<file path="config.mk">
export PLATFORM = sky130hd
export DESIGN_NAME = home_return_sequencer
export DESIGN_NICKNAME = d
export VERILOG_FILES = /design/src/common/home_return_pkg.sv /design/src/hw/home_return_sequencer.sv
export VERILOG_INCLUDE_DIRS = /design/src /design/src/common
export SDC_FILE = /design/constraint.sdc
export NUM_CORES = 1
export LEC_CHECK = 0
export ABC_AREA = 1
export BUFFER_PORTS_ARGS = -buffer_cell sky130_fd_sc_hd__buf_2
export CAP_MARGIN = 0
export CORE_AREA = 2 2 132 134
export DETAILED_ROUTE_END_ITERATION = 16
export DIE_AREA = 0 0 134 136
export PLACE_DENSITY = 0.58
export SLEW_MARGIN = 20
export SYNTH_ARGS = -nofsm -noshare
export SYNTH_HDL_FRONTEND = slang
export SYNTH_SLANG_ARGS = --single-unit
</file>
<file path="constraint.sdc">
create_clock -name CLK -period 4.8 [get_ports CLK]
set_input_delay 0.72 -clock CLK [delete_from_list [all_inputs] [get_ports CLK]]
set_output_delay 0.72 -clock CLK [all_outputs]
set_load 0.02 [all_outputs]
</file>
<file path="src/common/home_return_defines.svh">
// register map, field positions, error codes and reset values for the homing sequencer
`ifndef HOME_RETURN_DEFINES_SVH
`define HOME_RETURN_DEFINES_SVH
`define REG_CTRL         8'h00
`define REG_STATUS       8'h04
`define REG_ERROR        8'h08
`define REG_HOME_POS     8'h0C
`define REG_CUR_POS      8'h10
`define CTRL_MODE_LSB    0
`define CTRL_MODE_MSB    1
`define CTRL_DIR_NEG     2
`define CTRL_Z_SET       3
`define CTRL_LIM_CFG     4
`define CTRL_START       8
`define CTRL_ERR_CLR     9
`define ERR_NONE         16'h0000
`define ERR_ALREADY_DONE 16'h0073
`define ERR_NO_ZERO      16'h0078
`define ERR_HOME_IN_DOG  16'h007B
`define ERR_Z_SETTING    16'h007C
`define ERR_NO_LIMIT_CFG 16'h008E
`define ERR_NO_DOG       16'h00C9
`define ERR_LIMIT_UP     16'h044D
`define ERR_LIMIT_LOW    16'h044E
`define POS_RESET        32'h0000_0000
`define WORD_ZERO        32'h0000_0000
`endif

</file>
<file path="src/common/home_return_pkg.sv">
// types shared by the homing sequencer
package home_return_pkg;
   typedef enum logic [1:0] {MODE_STOPPER1, MODE_STOPPER2, MODE_LIMIT, MODE_SCALE} mode_t;
   typedef enum logic [1:0] {SPD_STOP, SPD_CREEP, SPD_RETURN} speed_t;
   typedef enum {
      ST_IDLE, ST_S_FAST, ST_S_CREEP, ST_L_FAST, ST_L_STOP, ST_L_CREEP,
      ST_C_FAST, ST_C_STOP1, ST_C_REV, ST_C_STOP2, ST_C_CREEP, ST_SETTLE, ST_HALT
   } state_t;
endpackage

</file>
<file path="src/hw/home_return_sequencer.sv">
// homing sequencer: stopper 1/2, limit switch combined and scale home signal methods
// Function
// - stopper 1: return speed, creep from dog on, creep torque limit at creep speed
// - stopper types: motor position at torque-limiting rising edge becomes home
// - stopper types need no zero point passed since power-up
// - no retry function in any of these four methods
// - stopper types: request after completion refused, minor error 115
// - stopper 1 started with dog active begins directly at creep speed
// - stopper 2: creep speed and creep torque limit from the very start
// - limit mode: fast until return limit goes off, reverse at creep, zero is home
// - limit mode without configured limit inputs refused, minor error 142
// - limit mode: opposite limit on-to-off stops, homing incomplete, major 1101/1102
// - limit mode started with limit already off moves reverse at creep
// - limit mode: no zero passed before limit stop gives minor 120 unless setting 1
// - scale mode: reverse after dog, detected home signal position is home
// - scale mode: home inside dog and request after completion gives minor 123
// - scale mode: z-phase setting 1 at start refused, minor error 124
// - scale mode: zero crossing flag clears at reverse start, sets at next zero
// - scale mode in dog: reverse, stop at home signal, creep back, signal is home
// - scale mode: zero passed in deceleration, nearest signal in return direction used
// - scale mode: error when no dog lies in the return direction
// - homing not complete until the servo settled flag is active
//
// Implementation choices: register access over Avalon-MM and the placing of the registers.
`include "home_return_defines.svh"
module home_return_sequencer
   import home_return_pkg::*;
(
   input  wire logic        CLK,
   input  wire logic        SYS_RST,
   input  wire logic [7:0]  AVS_ADDRESS,
   input  wire logic        AVS_READ,
   input  wire logic        AVS_WRITE,
   input  wire logic [31:0] AVS_WRITEDATA,
   output logic      [31:0] AVS_READDATA,
   output logic             AVS_WAITREQUEST,
   input  wire logic        DOG,
   input  wire logic        LIMIT_UP,
   input  wire logic        LIMIT_LOW,
   input  wire logic        ZERO_PULSE,
   input  wire logic        TORQUE_LIMITING,
   input  wire logic        AT_SPEED,
   input  wire logic        STOPPED,
   input  wire logic        SERVO_SETTLED,
   input  wire logic [31:0] MOTOR_POS,
   output logic      [1:0]  SPEED_SEL,
   output logic             DIR_NEG,
   output logic             TORQUE_LIMIT_EN
);

   state_t      state;
   mode_t       mode;
   logic        ret_neg;
   logic        z_set;
   logic        lim_cfg;
   logic        done;
   logic        home_in_dog;
   logic        zero_crossing_flag;
   logic        zero_seen;
   logic        rev_begin;
   logic [15:0] minor_code;
   logic [15:0] major_code;
   logic [31:0] home_pos;
   logic [31:0] cur_pos;
   logic        dog_q;
   logic        torque_q;
   logic        up_q;
   logic        low_q;
   logic        bus_wr;
   logic        start_req;
   logic        err_clr;
   logic [15:0] start_err;
   logic        accept;
   logic        ret_lim;
   logic        ret_lim_q;
   logic        opp_fall;

   // read mux; unmapped addresses read as zero
   function automatic logic [31:0] read_word(input logic [7:0] a);
      logic [31:0] w;
      w = `WORD_ZERO;
      case (a)
         `REG_CTRL:     w = {27'h0, lim_cfg, z_set, ret_neg, mode};
         `REG_STATUS:   w = {28'h0, home_in_dog, zero_crossing_flag, done,
                             state != ST_IDLE};
         `REG_ERROR:    w = {major_code, minor_code};
         `REG_HOME_POS: w = home_pos;
         `REG_CUR_POS:  w = cur_pos;
         default:       w = `WORD_ZERO;
      endcase
      return w;
   endfunction

   // refusal code for a new request, checked only while idle
   function automatic logic [15:0] check_start(input mode_t m, input logic d,
                                               input logic in_dog, input logic cfg,
                                               input logic zs);
      logic [15:0] e;
      e = `ERR_NONE;
      case (m)
         MODE_STOPPER1, MODE_STOPPER2: if (d) e = `ERR_ALREADY_DONE;
         MODE_LIMIT:   if (!cfg) e = `ERR_NO_LIMIT_CFG;
         MODE_SCALE: begin
            if (zs)
               e = `ERR_Z_SETTING;
            else if (d && in_dog)
               e = `ERR_HOME_IN_DOG;
         end
         default:      e = `ERR_NONE;
      endcase
      return e;
   endfunction

   // bus decode; a write takes effect at the edge where waitrequest is low
   assign bus_wr    = AVS_WRITE && !AVS_WAITREQUEST && (AVS_ADDRESS == `REG_CTRL);
   assign start_req = bus_wr && AVS_WRITEDATA[`CTRL_START];
   assign err_clr   = bus_wr && AVS_WRITEDATA[`CTRL_ERR_CLR];
   assign start_err = check_start(mode, done, home_in_dog, lim_cfg, z_set);
   assign accept    = start_req && (state == ST_IDLE) && (start_err == `ERR_NONE);
   assign ret_lim   = ret_neg ? LIMIT_LOW : LIMIT_UP;
   assign opp_fall  = ret_neg ? (up_q && !LIMIT_UP) : (low_q && !LIMIT_LOW);

   // one wait state per access, then the answer; read data loaded with it
   always_ff @(posedge CLK or posedge SYS_RST) begin
      if (SYS_RST) begin
         AVS_WAITREQUEST <= 1'b1;
         AVS_READDATA    <= `WORD_ZERO;
      end else if ((AVS_READ || AVS_WRITE) && AVS_WAITREQUEST) begin
         AVS_WAITREQUEST <= 1'b0;
         AVS_READDATA    <= AVS_READ ? read_word(AVS_ADDRESS) : `WORD_ZERO;
      end else begin
         AVS_WAITREQUEST <= 1'b1;
      end
   end

   // configuration held while a sequence runs so the method cannot change mid-way
   always_ff @(posedge CLK or posedge SYS_RST) begin
      if (SYS_RST) begin
         mode    <= MODE_STOPPER1;
         ret_neg <= 1'b0;
         z_set   <= 1'b0;
         lim_cfg <= 1'b0;
      end else if (bus_wr && state == ST_IDLE) begin
         mode    <= mode_t'(AVS_WRITEDATA[`CTRL_MODE_MSB:`CTRL_MODE_LSB]);
         ret_neg <= AVS_WRITEDATA[`CTRL_DIR_NEG];
         z_set   <= AVS_WRITEDATA[`CTRL_Z_SET];
         lim_cfg <= AVS_WRITEDATA[`CTRL_LIM_CFG];
      end
   end

   // previous input levels for edge detection
   always_ff @(posedge CLK or posedge SYS_RST) begin
      if (SYS_RST) begin
         dog_q     <= 1'b0;
         torque_q  <= 1'b0;
         up_q      <= 1'b0;
         low_q     <= 1'b0;
         ret_lim_q <= 1'b0;
      end else begin
         dog_q     <= DOG;
         torque_q  <= TORQUE_LIMITING;
         up_q      <= LIMIT_UP;
         low_q     <= LIMIT_LOW;
         ret_lim_q <= ret_lim;
      end
   end

   // zero crossing flag; setting 1 forces it on, a passage wins over the clear
   always_ff @(posedge CLK or posedge SYS_RST) begin
      if (SYS_RST)
         zero_crossing_flag <= 1'b0;
      else if (ZERO_PULSE || z_set)
         zero_crossing_flag <= 1'b1;
      else if (rev_begin)
         zero_crossing_flag <= 1'b0;
   end

   // zero passed since this sequence started
   always_ff @(posedge CLK or posedge SYS_RST) begin
      if (SYS_RST)
         zero_seen <= 1'b0;
      else if (ZERO_PULSE)
         zero_seen <= 1'b1;
      else if (accept)
         zero_seen <= 1'b0;
   end

   // sequencer; errors end the run in idle, nothing restarts it on its own
   always_ff @(posedge CLK or posedge SYS_RST) begin
      if (SYS_RST) begin
         state           <= ST_IDLE;
         SPEED_SEL       <= SPD_STOP;
         DIR_NEG         <= 1'b0;
         TORQUE_LIMIT_EN <= 1'b0;
         done            <= 1'b0;
         home_in_dog     <= 1'b0;
         rev_begin       <= 1'b0;
         minor_code      <= `ERR_NONE;
         major_code      <= `ERR_NONE;
         home_pos        <= `POS_RESET;
         cur_pos         <= `POS_RESET;
      end else begin
         rev_begin <= 1'b0;
         if (err_clr) begin
            minor_code <= `ERR_NONE;
            major_code <= `ERR_NONE;
         end
         case (state)
            ST_IDLE: begin
               SPEED_SEL       <= SPD_STOP;
               TORQUE_LIMIT_EN <= 1'b0;
               if (start_req && start_err != `ERR_NONE)
                  minor_code <= start_err;
               if (accept) begin
                  done    <= 1'b0;
                  DIR_NEG <= ret_neg;
                  case (mode)
                     MODE_STOPPER1: begin
                        // no zero check in stopper types
                        if (DOG) begin
                           SPEED_SEL <= SPD_CREEP;
                           state     <= ST_S_CREEP;
                        end else begin
                           SPEED_SEL <= SPD_RETURN;
                           state     <= ST_S_FAST;
                        end
                     end
                     MODE_STOPPER2: begin
                        SPEED_SEL       <= SPD_CREEP;
                        TORQUE_LIMIT_EN <= 1'b1;
                        state           <= ST_S_CREEP;
                     end
                     MODE_LIMIT: begin
                        if (ret_lim) begin
                           SPEED_SEL <= SPD_RETURN;
                           state     <= ST_L_FAST;
                        end else begin
                           SPEED_SEL <= SPD_CREEP;
                           DIR_NEG   <= !ret_neg;
                           state     <= ST_L_CREEP;
                        end
                     end
                     default: begin
                        SPEED_SEL <= SPD_RETURN;
                        if (DOG) begin
                           DIR_NEG   <= !ret_neg;
                           rev_begin <= 1'b1;
                           state     <= ST_C_REV;
                        end else begin
                           state <= ST_C_FAST;
                        end
                     end
                  endcase
               end
            end
            ST_S_FAST: begin
               if (DOG && !dog_q) begin
                  SPEED_SEL <= SPD_CREEP;
                  state     <= ST_S_CREEP;
               end
            end
            ST_S_CREEP: begin
               if (AT_SPEED)
                  TORQUE_LIMIT_EN <= 1'b1;
               if (TORQUE_LIMIT_EN && TORQUE_LIMITING && !torque_q) begin
                  home_pos  <= MOTOR_POS;
                  SPEED_SEL <= SPD_STOP;
                  state     <= ST_SETTLE;
               end
            end
            ST_L_FAST: begin
               if (!ret_lim && ret_lim_q) begin
                  SPEED_SEL <= SPD_STOP;
                  state     <= ST_L_STOP;
               end
            end
            ST_L_STOP: begin
               if (STOPPED) begin
                  if (!zero_seen && !z_set) begin
                     minor_code <= `ERR_NO_ZERO;
                     state      <= ST_IDLE;
                  end else begin
                     SPEED_SEL <= SPD_CREEP;
                     DIR_NEG   <= !ret_neg;
                     state     <= ST_L_CREEP;
                  end
               end
            end
            ST_L_CREEP: begin
               // first zero met going back is the last one before the switch
               if (ZERO_PULSE) begin
                  home_pos  <= MOTOR_POS;
                  SPEED_SEL <= SPD_STOP;
                  state     <= ST_SETTLE;
               end
            end
            ST_C_FAST: begin
               if (DOG && !dog_q) begin
                  SPEED_SEL <= SPD_STOP;
                  state     <= ST_C_STOP1;
               end else if (!ret_lim && ret_lim_q) begin
                  minor_code <= `ERR_NO_DOG;
                  SPEED_SEL  <= SPD_STOP;
                  state      <= ST_HALT;
               end
            end
            ST_C_STOP1: begin
               if (STOPPED) begin
                  SPEED_SEL <= SPD_RETURN;
                  DIR_NEG   <= !ret_neg;
                  rev_begin <= 1'b1;
                  state     <= ST_C_REV;
               end
            end
            ST_C_REV: begin
               if (ZERO_PULSE) begin
                  SPEED_SEL <= SPD_STOP;
                  state     <= ST_C_STOP2;
               end
            end
            ST_C_STOP2: begin
               // zeros passed while stopping are ignored here
               if (STOPPED) begin
                  SPEED_SEL <= SPD_CREEP;
                  DIR_NEG   <= ret_neg;
                  state     <= ST_C_CREEP;
               end
            end
            ST_C_CREEP: begin
               // nearest signal in the return direction from the stop point
               if (ZERO_PULSE) begin
                  home_pos    <= MOTOR_POS;
                  home_in_dog <= DOG;
                  SPEED_SEL   <= SPD_STOP;
                  state       <= ST_SETTLE;
               end
            end
            ST_SETTLE: begin
               if (STOPPED && SERVO_SETTLED) begin
                  done            <= 1'b1;
                  cur_pos         <= home_pos;
                  TORQUE_LIMIT_EN <= 1'b0;
                  state           <= ST_IDLE;
               end
            end
            ST_HALT: begin
               if (STOPPED)
                  state <= ST_IDLE;
            end
            default: state <= ST_IDLE;
         endcase
         // opposite limit released during a limit-mode run aborts it
         if (opp_fall && (state == ST_L_FAST || state == ST_L_STOP || state == ST_L_CREEP))
         begin
            major_code <= ret_neg ? `ERR_LIMIT_UP : `ERR_LIMIT_LOW;
            SPEED_SEL  <= SPD_STOP;
            state      <= ST_HALT;
         end
      end
   end
endmodule

</file>
Word-level counts from Yosys, hierarchy flattened

Index checks and enable logic that the tools add are counted.

Equal/unequal tests: 45
Muxes and demuxes: 83
Reductions and logical operators: 59

Operators by type and width:

| cell                | number |
|---|---|
| $mux 32             | 17 |
| $pmux 32 s12        | 1 |
| $eq 32x4->1 const B | 7 |
| $eq 32x3->1 const B | 5 |
| $pmux 32 s5         | 1 |
| $mux 16             | 8 |
| $pmux 16 s3         | 2 |
| $pmux 32 s3         | 1 |
| $eq 32x2->1 const B | 2 |
| $logic_not 32->1    | 2 |
| $pmux 32 s2         | 1 |
| $ne 3x3->1 const B  | 11 |
| $eq 32x1->1 const B | 1 |
| $reduce_bool 32->1  | 1 |
| $mux 2              | 15 |
| $mux 1              | 23 |
| $mux 7              | 3 |
| $logic_and 1x1->1   | 19 |
| $pmux 2 s9          | 1 |
| $eq 8x4->1 const B  | 2 |
| $logic_not 16->1    | 1 |
| $ne 2x2->1 const B  | 8 |
| $reduce_bool 16->1  | 1 |
| $reduce_and 12->1   | 1 |
| 28 further kinds    | 53 |

Flip-flop bits (word level): 180
Input bits: 84
Output and inout bits: 37
Word-level logic and storage cells: 211

Depth between registers and ports, before layout

Depth in word-level cells: 9
Depth in mapped cells: 13

Worst setup path before layout

Ideal clock, no wire load.

Path type: in2reg
Start: in AVS_ADDRESS[1]
End: reg minor_code[1]
Arrival time: 1.738 ns
Required time: 4.669 ns
Setup slack: 2.931 ns
Cell stages on the path: 8
Cells stage by stage: nor2_1 nand2_1 nor2_1 nand3_1 nor2_1 nor2_1 nor2_4 o22ai_1

Longest elaborated chain between the ends: 7
Elaborated cells on any way between the ends: 12
Those cells by class: mux: 7; reduce/logical: 5

Ends and longest elaborated chain:

| what                              | line                                                       | source |
|---|---|---|
| from (decl)                       | home_return_sequencer.sv:31                                | `input wire logic [7:0] AVS_ADDRESS,` |
| $logic_not 8->1 *                 | --                                                         |  |
| $logic_and 1x1->1 *               | home_return_sequencer.sv:115                               | `` assign bus_wr = AVS_WRITE && !AVS_WAITREQUEST && (AVS_ADDRESS == `REG_CTRL); `` |
| $logic_and 1x1->1                 | home_return_sequencer.sv:117                               | `` assign err_clr = bus_wr && AVS_WRITEDATA[`CTRL_ERR_CLR]; `` |
| $mux 16                           | home_return_sequencer.sv:204                               | `if (err_clr) begin` |
| $mux 16, on equally long branches | home_return_sequencer.sv:301, home_return_sequencer.sv:279 |  |
| $mux 16, on equally long branches | home_return_sequencer.sv:298, home_return_sequencer.sv:278 |  |
| $pmux 16 s3 *                     | home_return_sequencer.sv:208                               | `case (state)` |
| to (signal assigned)              | home_return_sequencer.sv:205                               | `` minor_code <= `ERR_NONE; `` |
| to (signal assigned)              | home_return_sequencer.sv:213                               | `minor_code <= start_err;` |
| to (signal assigned)              | home_return_sequencer.sv:302                               | `` minor_code <= `ERR_NO_DOG; `` |
| to (decl)                         | home_return_sequencer.sv:61                                | `logic [15:0] minor_code;` |

Every way passes the cells marked *; elsewhere a longest branch is shown, timed or not.
A chain may end at the register's enable or synchronous reset.

Worst setup path after layout

Start: reg state[2]
End: reg home_pos[3]

Longest elaborated chain between the ends: 4
Elaborated cells on any way between the ends: 9
Those cells by class: eq/ne: 5; mux: 1; reduce/logical: 3

Ends and longest elaborated chain:

| what                                                             | line                         | source |
|---|---|---|
| from (decl)                                                      | home_return_sequencer.sv:51  | `state_t state;` |
| from (signal assigned)                                           | home_return_sequencer.sv:191 | `state <= ST_IDLE;` |
| from (signal assigned)                                           | home_return_sequencer.sv:222 | `state <= ST_S_CREEP;` |
| from (signal assigned)                                           | home_return_sequencer.sv:225 | `state <= ST_S_FAST;` |
| $eq 32x4->1 / $eq 32x3->1 (equally long branches)                | home_return_sequencer.sv:208 |  |
| $reduce_or 2->1 (no line)                                        | --                           |  |
| $ne 2x1->1 (no line) / $reduce_bool 2->1 (equally long branches) | --                           |  |
| $reduce_and 3->1 (no line)                                       | --                           |  |
| to (signal assigned)                                             | home_return_sequencer.sv:200 | `` home_pos <= `POS_RESET; `` |
| to (decl)                                                        | home_return_sequencer.sv:63  | `logic [31:0] home_pos;` |

Parallel ways exist; a longest one is shown, timed or not.

==> results.sh <==
export IMPL_outcome="finished clean"
export IMPL_ios=121
export IMPL_synth_edf_count=0
export IMPL_clock_latency_ns=0.42
export IMPL_rsz0062_at_grt="no"
export IMPL_r2r_setup_slack_ns=2.32
export IMPL_synth_most_common_cell="nand2_1"
export IMPL_finClkSkew_ns=0.006488
export IMPL_ctsResizeCount=0
export IMPL_core_area_sq_um=16880
export IMPL_clk_pin_slew_ns=0.06
export IMPL_dieHeight_um=136
export IMPL_critPathLaunchType="register"
export IMPL_yosysWarnings=0
export IMPL_die_area_sq_um=18220
export IMPL_min_delay_start="LIMIT_LOW"
export IMPL_ys_top_cells_by_count="nand2_1, dfrtp_1, inv_1, nor2_1, o21ai_0"
export IMPL_cts_tree="done"
export IMPL_drive_above_1_share_pct=18.43
export IMPL_r2r_cells=7
export IMPL_worst_setup_path_type="reg2reg"
export IMPL_grt_first_pass_wirelength_um=28920
export IMPL_fillerInstances=1718
export IMPL_synthTopCellsByArea="dfrtp_1, nand2_1, inv_1"
export IMPL_place_congestion=0.9238
export IMPL_clockBufferDepth=2
export IMPL_end_kind="register"
export IMPL_crit_required_ns=5.07
export IMPL_maxSlewHeadroom_pct=36.63
export IMPL_fin_nets=1026
export IMPL_ir_drop_uv=395.3
export IMPL_dpl_hpwl_um=12020
export IMPL_placedCellCount=1148
export IMPL_viasPerCell=4.910
export IMPL_synth_cell_types=38
export IMPL_root_buffer="clkbuf_16"
export IMPL_synthToLayoutAreaGrowth_pct=17.95
export IMPL_cts_hold_buf=0
export IMPL_max_stage_delay_ns=0.60
export IMPL_hold_class="in2reg"
export IMPL_ys_seq_area_share_pct=51.30
export IMPL_crit_path_top_delay_cell="nand3_4"
export IMPL_synth_seq_cells=139
export IMPL_avgSynthCellArea_sq_um=7.961
export IMPL_cts_sinks=139
export IMPL_cp_max_fo=63
export IMPL_slew_violations=0
export IMPL_syn_inst=852
export IMPL_detail_route_antenna_nets=0
export IMPL_grt_max_degree=106
export IMPL_antenna_found_initial=0
export IMPL_wl_per_cell_um=14.77
export IMPL_tns_ns=0
export IMPL_synth_top_area_share_pct=50.91
export IMPL_portBuffers=95
export IMPL_crit_arrival_ns=2.75
export IMPL_ys_flop_type="dfrtp_1"
export IMPL_synth_largest_area_cell="dfrtp_1"
export IMPL_async_flop_share_pct=100.0
export IMPL_drc_errors=0
export IMPL_stdcell_count=1180
export IMPL_worst_slew_pin_slew_ns=0.9505
export IMPL_finalCriticalPeriod_ns=2.477
export IMPL_firstDrtPassIters=5
export IMPL_grt_pass1_vias=5725
export IMPL_via_count=5794
export IMPL_finalSetupViolCount=0
export IMPL_power_density_nw_per_um2=540.7
export IMPL_wl_um=17430
export IMPL_leakagePower_nw=4.324
export IMPL_reg2reg_to="home_pos[3]$_DFFE_PP0P_"
export IMPL_maxCapViolCount=0
export IMPL_r2r_start="state[2]$_DFFE_PP0P_"
export IMPL_first_iter_violations=278
export IMPL_crit_chain="inv_2 -> nor2_4 -> nand2_1 -> nand3_2 -> nand3_4 -> nor2_1 -> a21oi_1"
export IMPL_dieWidth_um=134
export IMPL_synthesis_area_sq_um=6783
export IMPL_syn_nets=936
export IMPL_fmaxAchievable_mhz=403.7
export IMPL_antenna_cells=0
export IMPL_grt_util_all_layers_pct=20.47
export IMPL_cts_buffers_inserted=17
export IMPL_post_cts_buffers=0
export IMPL_cts_htree_levels=4
export IMPL_hold_path_end="low_q$_DFF_PP0_"
export IMPL_rows=48
export IMPL_start_util_pct=40.19
export IMPL_hold_depth=1
export IMPL_fin_crit_sh_pct=51.60
export IMPL_hold_violations=0
export IMPL_overflow=0
-- power by group --
part	total, W	internal (W)	switching (W)	leakage (nW)
clock network	0.00138	0.000868	0.000511	0.299
logic	0.00129	0.000406	0.000883	2.33
registers	0.00166	0.00150	0.000160	1.70
-- final cells by class --
cell class	count	area (sq um)	share of cell area, %
tap	225	281.5	3.519
sequential	139	3480	43.49
inverter	94	357.8	4.473
clock inverter	15	197.7	2.471
clock buffer	17	425.4	5.317
timing repair buffer	99	505.5	6.318
multi-input combinational	591	2753	34.41
-- registers in the layout, indices dropped and copies added, names as in the netlist, 2 cells and up --
signal / cells
mode: 2
AVS_READDATA: 32
cur_pos: 32
state: 4
home_pos: 32
minor_code: 16
major_code: 3
SPEED_SEL: 2
-- placed cells by master (no fill, tap or decap), drive strengths merged --
master and instances:
a21oi 47, a31oi 3, a32o 1, and2 1, buf 99, bufinv 4
clkbuf 17, clkinv 7, clkinvlp 3, dfrtp 138, dfstp 1, inv 95
mux2 1, nand2 300, nand3 37, nand3b 1, nand4 7, nor2 87
nor3 4, nor3b 1, nor4 1, o2111ai 2, o211ai 15, o21ai 69
o221ai 3, o22ai 11
-- kinds of logic (layout without fill, tap and decap cells) --
logic type | count (synthesis) | in the layout | share of synthesized area [%]
buf+inv | 122 | 225 | 8.172
mux | 1 | 1 | 0.2213
compound gates | 151 | 151 | 12.64
flops | 139 | 139 | 51.30
simple gates | 439 | 439 | 27.67
-- per-layer routing --
metal	track usage, %	vias up	wire (um)
li1	-	2918	-
met5	0	-	0
met2	32.59	127	7954
met4	6.915	0	305
met1	28.14	2726	8425
met3	3.952	23	747
-- metrics by stage --
stage                     hold WS (ns)  instance area, sq um  util (%)  total power (W)  setup slack [ns]
after floorplan                 0.4335                  6783         -         0.002690            0.3571
after global placement          0.4544                  7377     43.71         0.002935             2.024
after detailed placement        0.4588                  7377     43.71         0.002969             2.036
after CTS                       0.4075                  8000     47.41         0.004361             2.262
after global routing            0.4028                  8000     47.41         0.004636             2.082
final                           0.4202                  8000     47.41         0.004326             2.323
-- worst max-delay path by stage --
stage	start	slack (ns)	end	cells after the start
CTS	state[2]$_DFFE_PP0P_	2.26	home_pos[3]$_DFFE_PP0P_	7
finish	state[2]$_DFFE_PP0P_	2.32	home_pos[3]$_DFFE_PP0P_	7
global route	state[2]$_DFFE_PP0P_	2.08	home_pos[3]$_DFFE_PP0P_	7
floorplan	SYS_RST	0.36	AVS_READDATA[0]$_DFFE_PP0P_	1
global placement	AVS_ADDRESS[1]	2.02	minor_code[0]$_DFF_PP0_	9
detailed placement	AVS_ADDRESS[1]	2.04	minor_code[0]$_DFF_PP0_	9
-- worst max-delay path: cells and delay by family (launching register included) --
kind / cells / cell delay, ns
compound gates: 1 / 0.07
buf+inv: 1 / 0.10
flops: 1 / 0.59
simple gates: 5 / 1.52
Power figures use the tool's default switching activity.
